<file path="src/include/amd_consts.vh">
// constants for the address map decoder
`ifndef AMD_CONSTS_VH
`define AMD_CONSTS_VH
`define AMD_PHYS_MSB 25
`define AMD_PC_MASK 32'h03ff_ffff
`define AMD_PC_ALIGN 32'hffff_fffe
`define AMD_ROM_AREA_TOP 26'h00f_ffff
`define AMD_ROM_PHYS_TOP 26'h001_ffff
`define AMD_EXT_BASE 26'h010_0000
`define AMD_EXT_TOP 26'h07f_ffff
`define AMD_CS1_BASE 26'h020_0000
`define AMD_CS2_BASE 26'h040_0000
`define AMD_CS_WIN_MASK 26'h007_ffff
`define AMD_RAM_AREA_BASE 26'h3ff_0000
`define AMD_RAM_PHYS_BASE 26'h3ff_c800
`define AMD_RAM_PHYS_TOP 26'h3ff_efff
`define AMD_PIO_BASE 26'h3ff_f000
`define AMD_ROM_RESET_ENTRY 32'h0000_0000
`define AMD_EXT_RESET_ENTRY 32'h0000_0000
`define AMD_DL_ROMLESS 16'hffff
`define AMD_DH_ROMLESS 8'h07
`define AMD_CS_ROMLESS 8'h07
`define AMD_CT_ROMLESS 8'h13
`define AMD_CM_ROMLESS 8'h01
`define AMD_DL_SINGLE 16'h0000
`define AMD_B_SINGLE 8'h00
`define AMD_CM_KEEP_BIT 1
// region codes, one-hot
`define AMD_RG_NONE 6'h01
`define AMD_RG_ROM 6'h02
`define AMD_RG_RAM 6'h04
`define AMD_RG_PIO 6'h08
`define AMD_RG_EXT 6'h10
`define AMD_RG_ERR 6'h20
// access sizes
`define AMD_SZ_BYTE 2'h0
`define AMD_SZ_HALF 2'h1
`define AMD_SZ_WORD 2'h2
// apb map
`define AMD_APB_STATUS 12'h000
`define AMD_APB_PC 12'h004
`define AMD_APB_DL 12'h008
`define AMD_APB_DH 12'h00c
`define AMD_APB_CS 12'h010
`define AMD_APB_CT 12'h014
`define AMD_APB_CM 12'h018
`endif

</file>
<file path="src/verilog/amd_region_decode.v">
// combinational region decode of one 26-bit physical address
`timescale 1ns/1ps
`include "amd_consts.vh"
module amd_region_decode (
  input wire [25:0] phys,
  input wire is_fetch,
  input wire is_write,
  input wire romless,
  output reg [5:0] region,
  output reg [25:0] local_addr
);
  always @* begin
    region = `AMD_RG_NONE;
    local_addr = phys;
    if (phys >= `AMD_PIO_BASE) begin
      region = is_fetch ? `AMD_RG_ERR : `AMD_RG_PIO;
    end else if (phys >= `AMD_RAM_AREA_BASE) begin
      if (phys >= `AMD_RAM_PHYS_BASE && phys <= `AMD_RAM_PHYS_TOP) begin
        region = `AMD_RG_RAM;
      end
    end else if (phys <= `AMD_ROM_AREA_TOP) begin
      if (is_write && !is_fetch) begin
        region = `AMD_RG_EXT;
      end else if (romless) begin
        region = is_fetch ? `AMD_RG_EXT : `AMD_RG_ERR;
      end else if (phys <= `AMD_ROM_PHYS_TOP) begin
        region = `AMD_RG_ROM;
      end
    end else if (phys >= `AMD_EXT_BASE && phys <= `AMD_EXT_TOP) begin
      region = `AMD_RG_EXT;
      if (phys >= `AMD_CS2_BASE) begin
        local_addr = `AMD_CS2_BASE | (phys & `AMD_CS_WIN_MASK);
      end else if (phys >= `AMD_CS1_BASE) begin
        local_addr = `AMD_CS1_BASE | (phys & `AMD_CS_WIN_MASK);
      end else begin
        local_addr = `AMD_EXT_BASE | (phys & `AMD_CS_WIN_MASK);
      end
    end
  end
endmodule // amd_region_decode

</file>
<file path="src/verilog/amd_mode_latch.v">
// mode strap capture and mode-valid flag
`timescale 1ns/1ps
`include "amd_consts.vh"
module amd_mode_latch (
  input wire pclk,
  input wire presetn,
  input wire mode_strap,
  output reg romless_q,
  output reg mode_valid_q
);
  // strap is taken by a clocked process while reset is low and on the first clock after its release, then frozen
  always @(posedge pclk or negedge presetn) begin
    if (!presetn) begin
      mode_valid_q <= 1'b0;
    end else begin
      mode_valid_q <= 1'b1;
    end
  end
  always @(posedge pclk) begin
    if (!presetn || !mode_valid_q) begin
      romless_q <= ~mode_strap;
    end
  end
endmodule // amd_mode_latch

</file>
<file path="src/verilog/amd_addr_map.v">
// address map decoder top: mode, pc wrap, data decode, peripheral access split, apb view
// Behaviour
// - mode strap low selects romless with 16-bit external bus, high selects single-chip
// - single-chip: all bus pins are ports, boot from internal rom reset entry
// - romless: one pin stays port, rest bus control, boot from external memory
// - romless: no fetch or data access reaches internal rom
// - five pin function-select resets depend on mode
// - program counter keeps 26 bits, upper six zero, wraps
// - operand address arithmetic wraps at 32 bits
// - data address bits 31 to 26 ignored in decode
// - no instruction fetch from peripheral register area
// - lowest 1 MB is rom space, first 128 KB physical rom
// - only 3ffc800 to 3ffefff is physical ram, fetch allowed
// - top 4 KB routes to peripheral registers
// - word peripheral access is two halfword accesses, low first, addr[1:0] ignored
// - halfword to byte register: read upper byte undefined, write lower byte only
// - 0100000 to 07fffff routes to external memory
// - each chip-select region decodes 512 KB, rest aliases
// - lowest range: single-chip fetch and read to rom, data write to external
// - data address bit 25 sign-extends into upper bits
`timescale 1ns/1ps
`include "amd_consts.vh"
module amd_addr_map (
  input wire pclk,
  input wire presetn,
  input wire mode_strap,
  // program counter update from the core
  input wire pc_load,
  input wire [31:0] pc_target,
  input wire pc_step,
  input wire [31:0] pc_offset,
  output reg [31:0] program_counter_q,
  // instruction fetch decode
  output wire [5:0] fetch_region,
  output wire [25:0] fetch_local,
  // data access request
  input wire dreq_valid,
  input wire [31:0] dbase,
  input wire [31:0] ddisp,
  input wire dwrite,
  input wire [1:0] dsize,
  input wire [31:0] dwdata,
  input wire pio_byte_reg,
  output wire dreq_ready,
  output reg [31:0] dext_addr_q,
  output reg [5:0] dregion_q,
  output reg [25:0] dlocal_q,
  output reg drsp_valid_q,
  output reg [31:0] drdata_q,
  // peripheral halfword port
  output reg pio_valid_q,
  output reg pio_write_q,
  output reg [11:0] pio_addr_q,
  output reg [15:0] pio_wdata_q,
  input wire [15:0] pio_rdata,
  // pin function state
  output wire romless_mode,
  output wire retained_port_pin,
  output reg [15:0] low_data_pins_function_select_q,
  output reg [7:0] high_data_pins_function_select_q,
  output reg [7:0] chip_select_pins_function_select_q,
  output reg [7:0] control_pins_function_select_q,
  output reg [7:0] misc_pins_function_select_q,
  // apb
  input wire psel,
  input wire penable,
  input wire pwrite,
  input wire [11:0] paddr,
  input wire [31:0] pwdata,
  output reg [31:0] prdata,
  output wire pready,
  output wire pslverr
);
  localparam ST_IDLE = 3'b001;
  localparam ST_LOW = 3'b010;
  localparam ST_HIGH = 3'b100;

  wire romless_q;
  wire mode_valid_q;
  reg [2:0] state_q;
  reg [2:0] state_d;
  reg [15:0] low_half_q;
  // a word split is remembered here; the halfword address bit alone cannot tell a word from a halfword
  reg split_q;
  // upper write half kept at take so the core may drop dwdata after the request is accepted
  reg [15:0] hi_wdata_q;
  reg boot_done_q;
  wire [31:0] daddr;
  wire [25:0] dphys;
  wire [5:0] dregion;
  wire [25:0] dlocal;
  wire [31:0] pc_sum;
  wire apb_wr;
  wire apb_rd;

  amd_mode_latch u_mode (
    .pclk(pclk),
    .presetn(presetn),
    .mode_strap(mode_strap),
    .romless_q(romless_q),
    .mode_valid_q(mode_valid_q)
  );

  assign romless_mode = romless_q;
  // the retained pin is a general port in both modes, so it is never a bus function
  assign retained_port_pin = 1'b0;

  // pc: low 26 bits only, bit 0 forced low; carry out of bit 25 dropped
  assign pc_sum = program_counter_q + pc_offset;
  always @(posedge pclk or negedge presetn) begin
    if (!presetn) begin
      program_counter_q <= `AMD_ROM_RESET_ENTRY;
      boot_done_q <= 1'b0;
    end else if (!boot_done_q) begin
      boot_done_q <= mode_valid_q;
      program_counter_q <= romless_q ? `AMD_EXT_RESET_ENTRY : `AMD_ROM_RESET_ENTRY;
    end else if (pc_load) begin
      program_counter_q <= pc_target & `AMD_PC_MASK & `AMD_PC_ALIGN;
    end else if (pc_step) begin
      program_counter_q <= pc_sum & `AMD_PC_MASK & `AMD_PC_ALIGN;
    end
  end

  amd_region_decode u_fetch_dec (
    .phys(program_counter_q[25:0]),
    .is_fetch(1'b1),
    .is_write(1'b0),
    .romless(romless_q),
    .region(fetch_region),
    .local_addr(fetch_local)
  );

  // operand address: 32-bit sum, overflow dropped; decode uses low 26 bits only
  assign daddr = dbase + ddisp;
  assign dphys = daddr[`AMD_PHYS_MSB:0];

  amd_region_decode u_data_dec (
    .phys(dphys),
    .is_fetch(1'b0),
    .is_write(dwrite),
    .romless(romless_q),
    .region(dregion),
    .local_addr(dlocal)
  );

  // a new request is taken only when the peripheral splitter is idle
  assign dreq_ready = (state_q == ST_IDLE) && boot_done_q;

  always @* begin
    state_d = state_q;
    case (state_q)
      ST_IDLE: begin
        if (dreq_valid && dreq_ready && dregion == `AMD_RG_PIO) begin
          state_d = (dsize == `AMD_SZ_WORD) ? ST_LOW : ST_HIGH;
        end
      end
      ST_LOW: begin
        state_d = ST_HIGH;
      end
      ST_HIGH: begin
        state_d = ST_IDLE;
      end
      default: begin
        state_d = ST_IDLE;
      end
    endcase
  end

  // ST_HIGH doubles as the single-phase state for byte and halfword accesses
  always @(posedge pclk or negedge presetn) begin
    if (!presetn) begin
      state_q <= ST_IDLE;
      dext_addr_q <= 32'h0000_0000;
      dregion_q <= `AMD_RG_NONE;
      dlocal_q <= 26'h000_0000;
      drsp_valid_q <= 1'b0;
      drdata_q <= 32'h0000_0000;
      pio_valid_q <= 1'b0;
      pio_write_q <= 1'b0;
      pio_addr_q <= 12'h000;
      pio_wdata_q <= 16'h0000;
      low_half_q <= 16'h0000;
      split_q <= 1'b0;
      hi_wdata_q <= 16'h0000;
    end else begin
      state_q <= state_d;
      drsp_valid_q <= 1'b0;
      pio_valid_q <= 1'b0;
      if (dreq_valid && dreq_ready) begin
        dext_addr_q <= {{6{dphys[`AMD_PHYS_MSB]}}, dphys};
        dregion_q <= dregion;
        dlocal_q <= dlocal;
        if (dregion == `AMD_RG_PIO) begin
          pio_valid_q <= 1'b1;
          pio_write_q <= dwrite;
          split_q <= (dsize == `AMD_SZ_WORD);
          hi_wdata_q <= dwdata[31:16];
          if (dsize == `AMD_SZ_WORD) begin
            pio_addr_q <= {dphys[11:2], 2'b00};
            pio_wdata_q <= dwdata[15:0];
          end else begin
            pio_addr_q <= dphys[11:0];
            // byte register written with a halfword keeps only the low byte
            pio_wdata_q <= pio_byte_reg ? {8'h00, dwdata[7:0]} : dwdata[15:0];
          end
        end else begin
          drsp_valid_q <= 1'b1;
          drdata_q <= 32'h0000_0000;
        end
      end else if (state_q == ST_LOW) begin
        low_half_q <= pio_rdata;
        pio_valid_q <= 1'b1;
        pio_addr_q <= {pio_addr_q[11:2], 2'b10};
        pio_wdata_q <= hi_wdata_q;
      end else if (state_q == ST_HIGH) begin
        drsp_valid_q <= 1'b1;
        if (split_q) begin
          drdata_q <= {pio_rdata, low_half_q};
        end else begin
          // upper byte of a byte register is undefined; it passes through unmasked
          drdata_q <= {16'h0000, pio_rdata};
        end
      end
    end
  end

  // pin function selects: reset value follows the latched mode
  always @(posedge pclk or negedge presetn) begin
    if (!presetn) begin
      low_data_pins_function_select_q <= `AMD_DL_SINGLE;
      high_data_pins_function_select_q <= `AMD_B_SINGLE;
      chip_select_pins_function_select_q <= `AMD_B_SINGLE;
      control_pins_function_select_q <= `AMD_B_SINGLE;
      misc_pins_function_select_q <= `AMD_B_SINGLE;
    end else if (!boot_done_q) begin
      if (romless_q) begin
        low_data_pins_function_select_q <= `AMD_DL_ROMLESS;
        high_data_pins_function_select_q <= `AMD_DH_ROMLESS;
        chip_select_pins_function_select_q <= `AMD_CS_ROMLESS;
        control_pins_function_select_q <= `AMD_CT_ROMLESS;
        misc_pins_function_select_q <= `AMD_CM_ROMLESS;
      end else begin
        low_data_pins_function_select_q <= `AMD_DL_SINGLE;
        high_data_pins_function_select_q <= `AMD_B_SINGLE;
        chip_select_pins_function_select_q <= `AMD_B_SINGLE;
        control_pins_function_select_q <= `AMD_B_SINGLE;
        misc_pins_function_select_q <= `AMD_B_SINGLE;
      end
    end else if (apb_wr) begin
      case (paddr)
        `AMD_APB_DL: low_data_pins_function_select_q <= pwdata[15:0];
        `AMD_APB_DH: high_data_pins_function_select_q <= pwdata[7:0];
        `AMD_APB_CS: chip_select_pins_function_select_q <= pwdata[7:0];
        `AMD_APB_CT: control_pins_function_select_q <= pwdata[7:0];
        `AMD_APB_CM: misc_pins_function_select_q <= pwdata[7:0];
        default: begin
        end
      endcase
    end
  end

  // apb slave: zero wait states
  assign pready = 1'b1;
  assign apb_wr = psel && penable && pwrite;
  assign apb_rd = psel && !pwrite;
  assign pslverr = psel && penable && (paddr > `AMD_APB_CM || paddr[1:0] != 2'b00 ||
                                       (pwrite && (paddr == `AMD_APB_STATUS || paddr == `AMD_APB_PC)));

  always @* begin
    prdata = 32'h0000_0000;
    if (apb_rd) begin
      case (paddr)
        `AMD_APB_STATUS: prdata = {29'h0000_0000, boot_done_q, state_q != ST_IDLE, romless_q};
        `AMD_APB_PC: prdata = program_counter_q;
        `AMD_APB_DL: prdata = {16'h0000, low_data_pins_function_select_q};
        `AMD_APB_DH: prdata = {24'h00_0000, high_data_pins_function_select_q};
        `AMD_APB_CS: prdata = {24'h00_0000, chip_select_pins_function_select_q};
        `AMD_APB_CT: prdata = {24'h00_0000, control_pins_function_select_q};
        `AMD_APB_CM: prdata = {24'h00_0000, misc_pins_function_select_q};
        default: prdata = 32'h0000_0000;
      endcase
    end
  end
endmodule // amd_addr_map

</file>
<file path="config.mk">
export PLATFORM = sky130hd
export DESIGN_NAME = amd_addr_map
export DESIGN_NICKNAME = d
export VERILOG_FILES = /design/src/verilog/amd_region_decode.v /design/src/verilog/amd_mode_latch.v /design/src/verilog/amd_addr_map.v
export VERILOG_INCLUDE_DIRS = /design/src /design/src/include
export SDC_FILE = /design/constraint.sdc
export NUM_CORES = 1
export LEC_CHECK = 0
export ABC_AREA = 1
export CAP_MARGIN = 20
export CORE_ASPECT_RATIO = 2
export CORE_UTILIZATION = 35
export CTS_CLUSTER_SIZE = 25
export DETAILED_ROUTE_END_ITERATION = 10
export DONT_BUFFER_PORTS = 1
export GPL_TIMING_DRIVEN = 0
export HOLD_SLACK_MARGIN = 0.08
export PLACE_DENSITY_LB_ADDON = 0.08
export REMOVE_ABC_BUFFERS = 1
export SKIP_CTS_REPAIR_TIMING = 1
export SYNTH_ARGS = -nofsm -noshare
export SYNTH_HDL_FRONTEND = slang
export SYNTH_SLANG_ARGS = --single-unit
</file>
<file path="constraint.sdc">
create_clock -name pclk -period 4.15 [get_ports pclk]
set_clock_uncertainty 0.05 [all_clocks]
set_input_delay 0.2075 -clock pclk [delete_from_list [all_inputs] [get_ports pclk]]
set_output_delay 0.2075 -clock pclk [all_outputs]
set_load 0.01 [all_outputs]
</file>
==> results of run 1 <==
cell usage after synthesis, drive strengths merged (3+ instances only):
| library cell | n |
|---|---|
| nand4 | 18 |
| o22ai | 11 |
| buf | 79 |
| xor2 | 9 |
| o21ai | 171 |
| nor2 | 146 |
| a21oi | 85 |
| a22oi | 4 |
| or2 | 9 |
| clkbuf | 43 |
| dfrtp | 211 |
| nand3 | 98 |
| o21bai | 4 |
| inv | 243 |
| ha | 49 |
| and2 | 3 |
| nand2 | 625 |
| xnor2 | 6 |
| nor3 | 19 |
| a22o | 4 |
| a21o | 4 |
| a21boi | 3 |
| o211ai | 20 |
| a31oi | 5 |
| nor4 | 3 |
critical path: stages, from the launching register on:
cell        delay, ns
dfrtp_2          0.71
clkinvlp_4       0.39
nor2_2           0.38
nand2_4          0.38
buf_12           0.30
inv_2            0.38
nand4_2          0.62
nand2_1          0.27
o21ai_0          0.13
flip-flops by register name, indices dropped and copies added, names as in the netlist:
signal,cells
u_mode.mode_valid_q,1
pio_write_q,1
drsp_valid_q,1
low_data_pins_function_select_q,16
dlocal_q,7
pio_valid_q,1
control_pins_function_select_q,8
high_data_pins_function_select_q,8
pio_wdata_q,16
program_counter_q,25
drdata_q,32
misc_pins_function_select_q,8
dregion_q,6
dext_addr_q,26
state_q,3
low_half_q,16
hi_wdata_q,16
boot_done_q,1
u_mode.romless_q,1
pio_addr_q,12
chip_select_pins_function_select_q,8
split_q,1
layout make-up:
class / count / area [um^2] / area share, %
clock inverter: 9 / 132.6 / 0.8570
tap: 463 / 579.3 / 3.743
inverter: 245 / 923.4 / 5.967
sequential: 214 / 5364 / 34.66
timing repair buffer: 117 / 1239 / 8.004
multi-input combinational: 1332 / 6559 / 42.38
clock buffer: 32 / 679.4 / 4.390
power by group through the flow:
stage	combinational [mW]	clock [mW]	sequential [mW]
final	1.45	2.27	2.74
after global routing	1.64	2.40	2.76
after CTS	1.33	2.34	2.74
after detailed placement	1.33	0	2.78
after global placement	1.31	0	2.78
after floorplan	0.993	0	2.65
per-layer routing:
metal  track usage, %  part of all wire [%]  vias up
met5                0                 0.028        -
met4            14.66                   6.2        2
met3            4.733                   5.6      142
met2            52.14                    56      499
met1            22.90                    32     5955
li1                 -                     -     6039
through the flow:
stage | setup TNS [ns] | area, um^2 | setup slack [ns] | hold WS, ns
after floorplan | -42.29 | 12760 | -1.185 | -0.1381
after global placement | -501.99 | 13340 | -5.967 | -0.1336
after detailed placement | -44.84 | 13490 | -1.403 | -0.1335
after CTS | -46.24 | 14300 | -1.415 | -0.7107
after global routing | 0 | 15480 | 0.08678 | -0.7070
final | 0 | 15480 | 0.3700 | -0.6792
cell families after synthesis:
| family | Yosys count |
|---|---|
| multiplexers | 1 |
| XOR/XNOR | 15 |
| buffers and inverters | 367 |
| flip-flops | 214 |
| other | 2 |
| AND/OR/NAND/NOR | 925 |
| adder cells (fa/ha/maj) | 51 |
| AO/OA/AOI/OAI | 320 |
cells in the final DEF (no fill, tap or decap), drive strengths merged, types with 20 or more instances in the layout:
master / count
dlygate4sd3: 104
o211ai: 20
dfrtp: 211
a21oi: 85
nand3: 98
nor2: 146
o21ai: 171
ha: 49
nand2: 625
nand4: 20
inv: 243
clkbuf: 32
final timing paths:
kind,slack (ns),endpoint,cells past startpoint
worst max-delay path,0.37,hi_wdata_q[10],8
worst max register to register,0.37,hi_wdata_q[10],8
worst min-delay path,-0.68,high_data_pins_function_select_q[0],0
worst min register to register,0.43,boot_done_q,1
min in group pclk,0.05,program_counter_q[11],3
max in group asynchronous,4.31,dregion_q[0],0
==> results.json, run 1 <==
{
  "max-clock-path-buffers": 3,
  "dp_hpwl_mm": 39.07,
  "slew-limit-headroom_pct": 26.19,
  "placed_cells": 2260,
  "avgViaCountPerCell": 5.239,
  "core-area_um2": 37910,
  "die_h_um": 279.1,
  "grt_max_degree": 215,
  "cp.required_ns": 4.50,
  "synth.mux.area_fraction_pct": 0.08381,
  "synth_seq_cells": 214,
  "fin_nets": 2217,
  "rsz0062_at_grt": "no",
  "finalPower_mw": 6.458,
  "synthSimpleGateAreaFrac_pct": 28.41,
  "overflow": 0,
  "yosysTopAreaCellShare_pct": 39.30,
  "grt.total_usage_pct": 25.65,
  "final_layout_size_suffix_gt1_share_pct": 5.952,
  "critPathLaunch": "boot_done_q",
  "synthesis.area_um2": 13440,
  "cts_sinks": 214,
  "slew_violations": 0,
  "h-tree-depth": 1,
  "min_period_ns": 3.780,
  "cp_max_fo": 40,
  "root_buffer": "clkbuf_16",
  "worstReg2RegStart": "boot_done_q",
  "tightest_slew_ns": 1.103,
  "die_width_um": 140.5,
  "vdd_ir_drop_max_mv": 0.3233,
  "layoutNonFillerInstCount": 2412,
  "drv_cap": 0,
  "area_delta_synth_final_pct": 15.19,
  "hold_viol": 213,
  "nFillCells": 4058,
  "drt-initial-drc-count": 531,
  "intPower_mw": 4.162,
  "synth_cell_types": 54,
  "syn_area_per_cell_um2": 7.090,
  "ys_async_sr_fraction_pct": 99.53,
  "clock_latency_ns": 0.52,
  "power_density_nw_per_um2": 417.3,
  "antenna_cells": 0,
  "synth_compound_area_share_pct": 13.38,
  "yosysWarnings": 0,
  "drc_errors": 0,
  "gp_congestion": 0.9698,
  "start_kind": "flop",
  "synth_edf_count": 1,
  "power_frac_seq_pct": 42.4,
  "endpoint_kind": "flop",
  "antenna_found_initial": 1,
  "synthCells": 1895,
  "crit_type": "reg -> reg",
  "vias": 12637,
  "hold-worst-slack_ns": -0.6792,
  "die_area_um2": 39220,
  "fp-row-count": 101,
  "status": "complete, but fails checks",
  "violations": "negative hold slack",
  "worstPathArrival_ns": 4.13,
  "synth_adder_area_share_pct": 4.861,
  "wire_per_inst_um": 21.95,
  "grt_pass1_vias": 12114,
  "p_sw_share_pct": 35.56,
  "clockPowerShare_pct": 35.1,
  "final-setup-viol-count": 0,
  "cts_buffers": 23,
  "comb_power_share_pct": 22.5,
  "ys.flop_type": "dfrtp_1",
  "max_freq_mhz": 264.5,
  "start_util_pct": 35.44,
  "synth-seq-area-share_pct": 39.91,
  "p_leak_nw": 7.881,
  "finalCritPeriodShare_pct": 91.09,
  "ant_nets": 0,
  "firstDrtPassIters": 5,
  "p_switching_mw": 2.296,
  "wirelength_mm": 52.94,
  "synth_top_family_by_area": "simple AND/OR/NAND/NOR gates",
  "num_io_pins": 509,
  "cts_tree": "built",
  "synth_area_leaders": "dfrtp_1, nand2_1, inv_1, o21ai_0, ha_1",
  "hold_path.class": "in -> async",
  "synth_xor_area_share_pct": 0.9778,
  "path_clk_slew_ns": 0.07,
  "synth_top_area_cell": "dfrtp_1",
  "utilization_pct": 40.82,
  "grt_pass1_wl_mm": 74.80,
  "portBuffers": 0
}
Note: power is estimated with default switching activity, not from simulation.
==> run 2, diff against run 1 <==
--- a/config.mk
+++ b/config.mk
@@ -7,12 +7,11 @@
 export NUM_CORES = 1
 export LEC_CHECK = 0
 export ABC_AREA = 1
-export CAP_MARGIN = 20
+export BUFFER_PORTS_ARGS = -buffer_cell sky130_fd_sc_hd__clkbuf_2
 export CORE_ASPECT_RATIO = 2
 export CORE_UTILIZATION = 35
 export CTS_CLUSTER_SIZE = 25
 export DETAILED_ROUTE_END_ITERATION = 10
-export DONT_BUFFER_PORTS = 1
 export GPL_TIMING_DRIVEN = 0
 export HOLD_SLACK_MARGIN = 0.08
 export PLACE_DENSITY_LB_ADDON = 0.08
==> run 2 against run 1 <==
Against the previous run:
- the run now ends clean
- core utilization up 5.4 points
- hold slack better by 0.79 ns
- global-route usage grew 0.59 points
- setup slack got worse by 0.12 ns
- sequential power fell by 8.0%
- via count is 12% higher
- sequential share of layout area is 4.1 points lower
- combinational power increased by 42%
- first-iteration DRC count is 16% higher
==> results.json, run 2 (same netlist as run 1, synthesis figures left out) <==
{
  "cp.required_ns": 4.51,
  "wire_per_inst_um": 18.91,
  "start_util_pct": 35.44,
  "fp-row-count": 101,
  "hold_viol": 0,
  "crit_type": "reg -> reg",
  "max-clock-path-buffers": 3,
  "path_cells": "clkinv_1 > nor2_1 > nand2_4 > buf_16 > inv_2 > nand4_4 > nand2_4 > inv_2 > nand2_1 > nand2_1",
  "p_leak_nw": 9.746,
  "cp_max_fo": 74,
  "final-setup-viol-count": 0,
  "design_area_um2": 17530,
  "antenna_found_initial": 0,
  "nFillCells": 3943,
  "final_layout_size_suffix_gt1_share_pct": 23.36,
  "finalPower_mw": 6.787,
  "cpMaxStageDelayCell": "dfrtp_2",
  "gp_congestion": 0.9866,
  "endpoint_kind": "flop",
  "start_kind": "flop",
  "portBuffers": 449,
  "layout_common_cells": "nand2_1, clkbuf_2, inv_1",
  "placed_area_um2": 15760,
  "clock_latency_ns": 0.53,
  "slew_violations": 0,
  "largest_register_ffs": 32,
  "top_register": "drdata_q",
  "vdd_ir_drop_max_mv": 0.3045,
  "h-tree-depth": 1,
  "multi_input_area_um2": 6539,
  "overflow": 0,
  "die_area_um2": 39220,
  "root_buffer": "clkbuf_16",
  "hold_path.class": "in -> reg",
  "drc_errors": 0,
  "vias": 14128,
  "path_clk_slew_ns": 0.06,
  "rsz0062_at_grt": "no",
  "min_period_ns": 3.896,
  "worstPathArrival_ns": 4.26,
  "grt_pass1_vias": 13601,
  "seqCellArea_um2": 5364,
  "antenna_cells": 0,
  "cts_buffers": 24,
  "core-area_um2": 37910,
  "slew-limit-headroom_pct": 13.30,
  "reg_top3": "drdata_q (32), dext_addr_q (26), program_counter_q (25)",
  "cts_tree": "built",
  "firstDrtPassIters": 5,
  "critPathMaxStageDelay_ns": 0.70,
  "avgViaCountPerCell": 4.962,
  "status": "complete, no violations",
  "ant_nets": 0,
  "grt_max_degree": 87,
  "tightest_slew_ns": 1.299,
  "dp_hpwl_mm": 40.84,
  "grt.total_usage_pct": 26.24,
  "mostFrequentLayoutCell": "nand2_1",
  "fin_nets": 2652,
  "cts_sinks": 214,
  "drv_cap": 0,
  "die_width_um": 140.5,
  "die_h_um": 279.1,
  "wirelength_mm": 53.85,
  "area_delta_synth_final_pct": 30.51,
  "grt_pass1_wl_mm": 77.56,
  "max_freq_mhz": 256.7,
  "drt-initial-drc-count": 616,
  "finalCritPeriodShare_pct": 93.89,
  "power_density_nw_per_um2": 387.1,
  "num_io_pins": 509
}
-- run 2: where the power goes --
group | switching [mW] | internal, mW
Combinational | 1.28 | 0.784
Sequential | 0.225 | 2.30
Clock | 0.936 | 1.27
Total | 2.44 | 4.35
-- run 2: final cells by class --
type	instances	area share [%]
Clock inverter	8	0.4210
Tap cell	463	3.304
Multi-Input combinational cell	1332	37.29
Timing Repair Buffer	551	19.05
Sequential cell	214	30.59
Inverter	245	5.245
Clock buffer	34	4.103
-- run 2: layer usage --
layer	GRT usage, %	wire, um	part of all wire, %	vias up
li1	-	-	-	6914
met1	24.34	17600	33	6583
met5	0	0	0	-
met3	3.721	2641	4.9	122
met4	15.75	3493	6.5	0
met2	52.76	30120	56	509
-- run 2: critical path, delay by kind of cell, from the launching register on --
family / cells / cell delay, ns
buf+inv: 4 / 1.32
simple gates: 6 / 1.54
flops: 1 / 0.70
-- run 2: through the flow --
step           hold WS (ns)  setup slack, ns  instances  TNS (ns)  util (%)
2_1_floorplan       -0.1381           -1.185       1789    -42.29         -
3_3_place_gp         0.3799           -5.473       2701   -826.30     41.12
3_5_place_dp         0.1320          -0.7486       2708    -13.64     41.57
4_1_cts             -0.4394          -0.7909       2750    -14.37     43.66
5_1_grt              0.1405         0.008857       2847         0     46.25
6_report             0.1128           0.2537       2847         0     46.25
-- run 2: worst paths after layout --
check                                    start                                end  slack, ns  cells past startpoint
max                                boot_done_q                    pio_wdata_q[14]       0.25                     10
min                                  pwdata[0]  control_pins_function_select_q[0]       0.11                      5
max reg2reg                        boot_done_q                    pio_wdata_q[14]       0.25                     10
min reg2reg                u_mode.mode_valid_q                        boot_done_q       0.42                      1
max in group asynchronous              presetn                        boot_done_q       2.66                      4
min in group asynchronous              presetn  control_pins_function_select_q[1]       0.14                      2
==> run 3, diff against run 2 <==
==> constraint.sdc (replaced) <==
create_clock -name pclk -period 4.65 [get_ports pclk]
set_clock_uncertainty 0.05 [all_clocks]
set_input_delay 0.2325 -clock pclk [delete_from_list [all_inputs] [get_ports pclk]]
set_output_delay 0.2325 -clock pclk [all_outputs]
set_load 0.01 [all_outputs]
==> run 3 against run 2 <==
Against the previous run:
- core utilization shrank 0.13 points
- maximum frequency shrank 3.3%
- global-route usage is the same
- routed wire length shrank 0.50%
- cell count shrank 0.14%
- combinational power shrank 11%
- flip-flop and latch count is the same
- count of clock-buffer cells in the layout is the same
- first-iteration DRC count shrank 1.9%
- non-clock buffer count shrank 4
- critical path depth is the same
- total power shrank 11%
- largest cell class unchanged
==> results.json, run 3 (same netlist as run 1, synthesis figures left out) <==
{
  "gp_congestion": 0.9866,
  "p_leak_nw": 9.714,
  "worstReg2RegStart": "boot_done_q",
  "worstPathArrival_ns": 4.38,
  "status": "complete, no violations",
  "wirelength_mm": 53.58,
  "hold_path.class": "in -> reg",
  "endpoint_kind": "flop",
  "seqCellArea_um2": 5364,
  "die_width_um": 140.5,
  "finalPower_mw": 6.051,
  "rsz0062_at_grt": "no",
  "cts_sinks": 214,
  "fp-row-count": 101,
  "area_delta_synth_final_pct": 30.14,
  "power_density_nw_per_um2": 346.1,
  "layout_common_cells": "nand2_1, clkbuf_2, inv_1",
  "final_layout_size_suffix_gt1_share_pct": 23.37,
  "crit_type": "reg -> reg",
  "finalCritPeriodShare_pct": 86.68,
  "start_util_pct": 35.44,
  "start_kind": "flop",
  "avgViaCountPerCell": 4.953,
  "die_area_um2": 39220,
  "wire_per_inst_um": 18.85,
  "drt-initial-drc-count": 604,
  "tightest_slew_ns": 1.289,
  "cp.required_ns": 5.00,
  "mostFrequentLayoutCell": "nand2_1",
  "drc_errors": 0,
  "grt_pass1_wl_mm": 77.56,
  "overflow": 0,
  "dp_hpwl_mm": 40.84,
  "grt_pass1_vias": 13601,
  "layoutNonFillerInstCount": 2843,
  "top_register": "drdata_q",
  "vias": 14080,
  "core-area_um2": 37910,
  "slew-limit-headroom_pct": 13.98,
  "root_buffer": "clkbuf_16",
  "h-tree-depth": 1,
  "placed_cells": 2708,
  "hold_path_startpoint": "pwdata[7]",
  "grt_max_degree": 87,
  "clock_latency_ns": 0.53,
  "cp_max_fo": 74,
  "die_h_um": 279.1,
  "critPathLaunch": "boot_done_q",
  "cts_buffers": 24,
  "vdd_ir_drop_max_mv": 0.2717,
  "use_met2_pct": 52.76,
  "antenna_found_initial": 1,
  "num_io_pins": 509,
  "r2r_slack_ns": 0.62,
  "slew_violations": 0,
  "final-setup-viol-count": 0,
  "firstDrtPassIters": 5,
  "busiest_layer": "met2",
  "path_clk_slew_ns": 0.06,
  "ant_nets": 0,
  "fin_nets": 2647,
  "largest_register_ffs": 32,
  "cts_tree": "built",
  "hold-worst-slack_ns": 0.04771,
  "reg_top3": "drdata_q (32), dext_addr_q (26), program_counter_q (25)",
  "max-clock-path-buffers": 3,
  "nFillCells": 3947,
  "min_period_ns": 4.030,
  "gr-usage-met3_pct": 3.721,
  "max_freq_mhz": 248.1,
  "grt_util_met1_pct": 24.34,
  "hold_viol": 0,
  "grt.total_usage_pct": 26.24,
  "drv_cap": 0,
  "portBuffers": 449,
  "utilization_pct": 46.12,
  "multi_input_area_um2": 6526
}
-- run 3: changes by cell type in the layout (fill, tap and decap cells not counted), sizes merged --
cell	before	now
diode	0	1
dlygate4sd3	95	91
nand4	20	19
-- run 3: where the power goes --
group | internal (mW) | switching (mW)
sequential | 2.05 | 0.200
clock | 1.13 | 0.834
combinational | 0.697 | 1.14
-- run 3: path summary, 6_finish.rpt --
kind / endpoint / cells past startpoint
min: low_data_pins_function_select_q[7] / 3
max: pio_wdata_q[3] / 10
max reg2reg: pio_wdata_q[3] / 10
max in group asynchronous: boot_done_q / 4
min reg2reg: boot_done_q / 1
min in group asynchronous: control_pins_function_select_q[1] / 2
-- run 3: cell type report --
type | instances | area share (%)
Antenna cell | 1 | 0.01431
Clock inverter | 8 | 0.4222
Clock buffer | 34 | 4.115
Timing Repair Buffer | 547 | 18.87
Tap cell | 463 | 3.313
Sequential cell | 214 | 30.68
Inverter | 245 | 5.260
Multi-Input combinational cell | 1331 | 37.33
-- run 3: worst max-delay path: stages, from the launching register on --
cell,delay (ns)
dfrtp_2,0.69
clkinv_1,0.41
nor2_1,0.35
nand2_4,0.11
buf_16,0.20
inv_2,0.40
nand4_4,0.54
nand2_4,0.52
inv_2,0.28
nand2_1,0.12
nand2_1,0.06
-- run 3: metal layers --
layer  wire length [um]  vias to the layer above
li1                   -                     6906
met4               3360                        0
met1              17660                     6547
met3               2625                      122
met5                  0                        -
met2              29930                      505
-- run 3: through the flow --
step	setup WS [ns]	setup TNS, ns	area, um^2
6_report	0.6196	0	17480
5_1_grt	0.2977	0	17480
4_1_cts	-0.2909	-4.748	16550
3_5_place_dp	-0.2486	-4.085	15760
3_3_place_gp	-4.973	-652.08	15590
2_1_floorplan	-0.6846	-15.54	12760
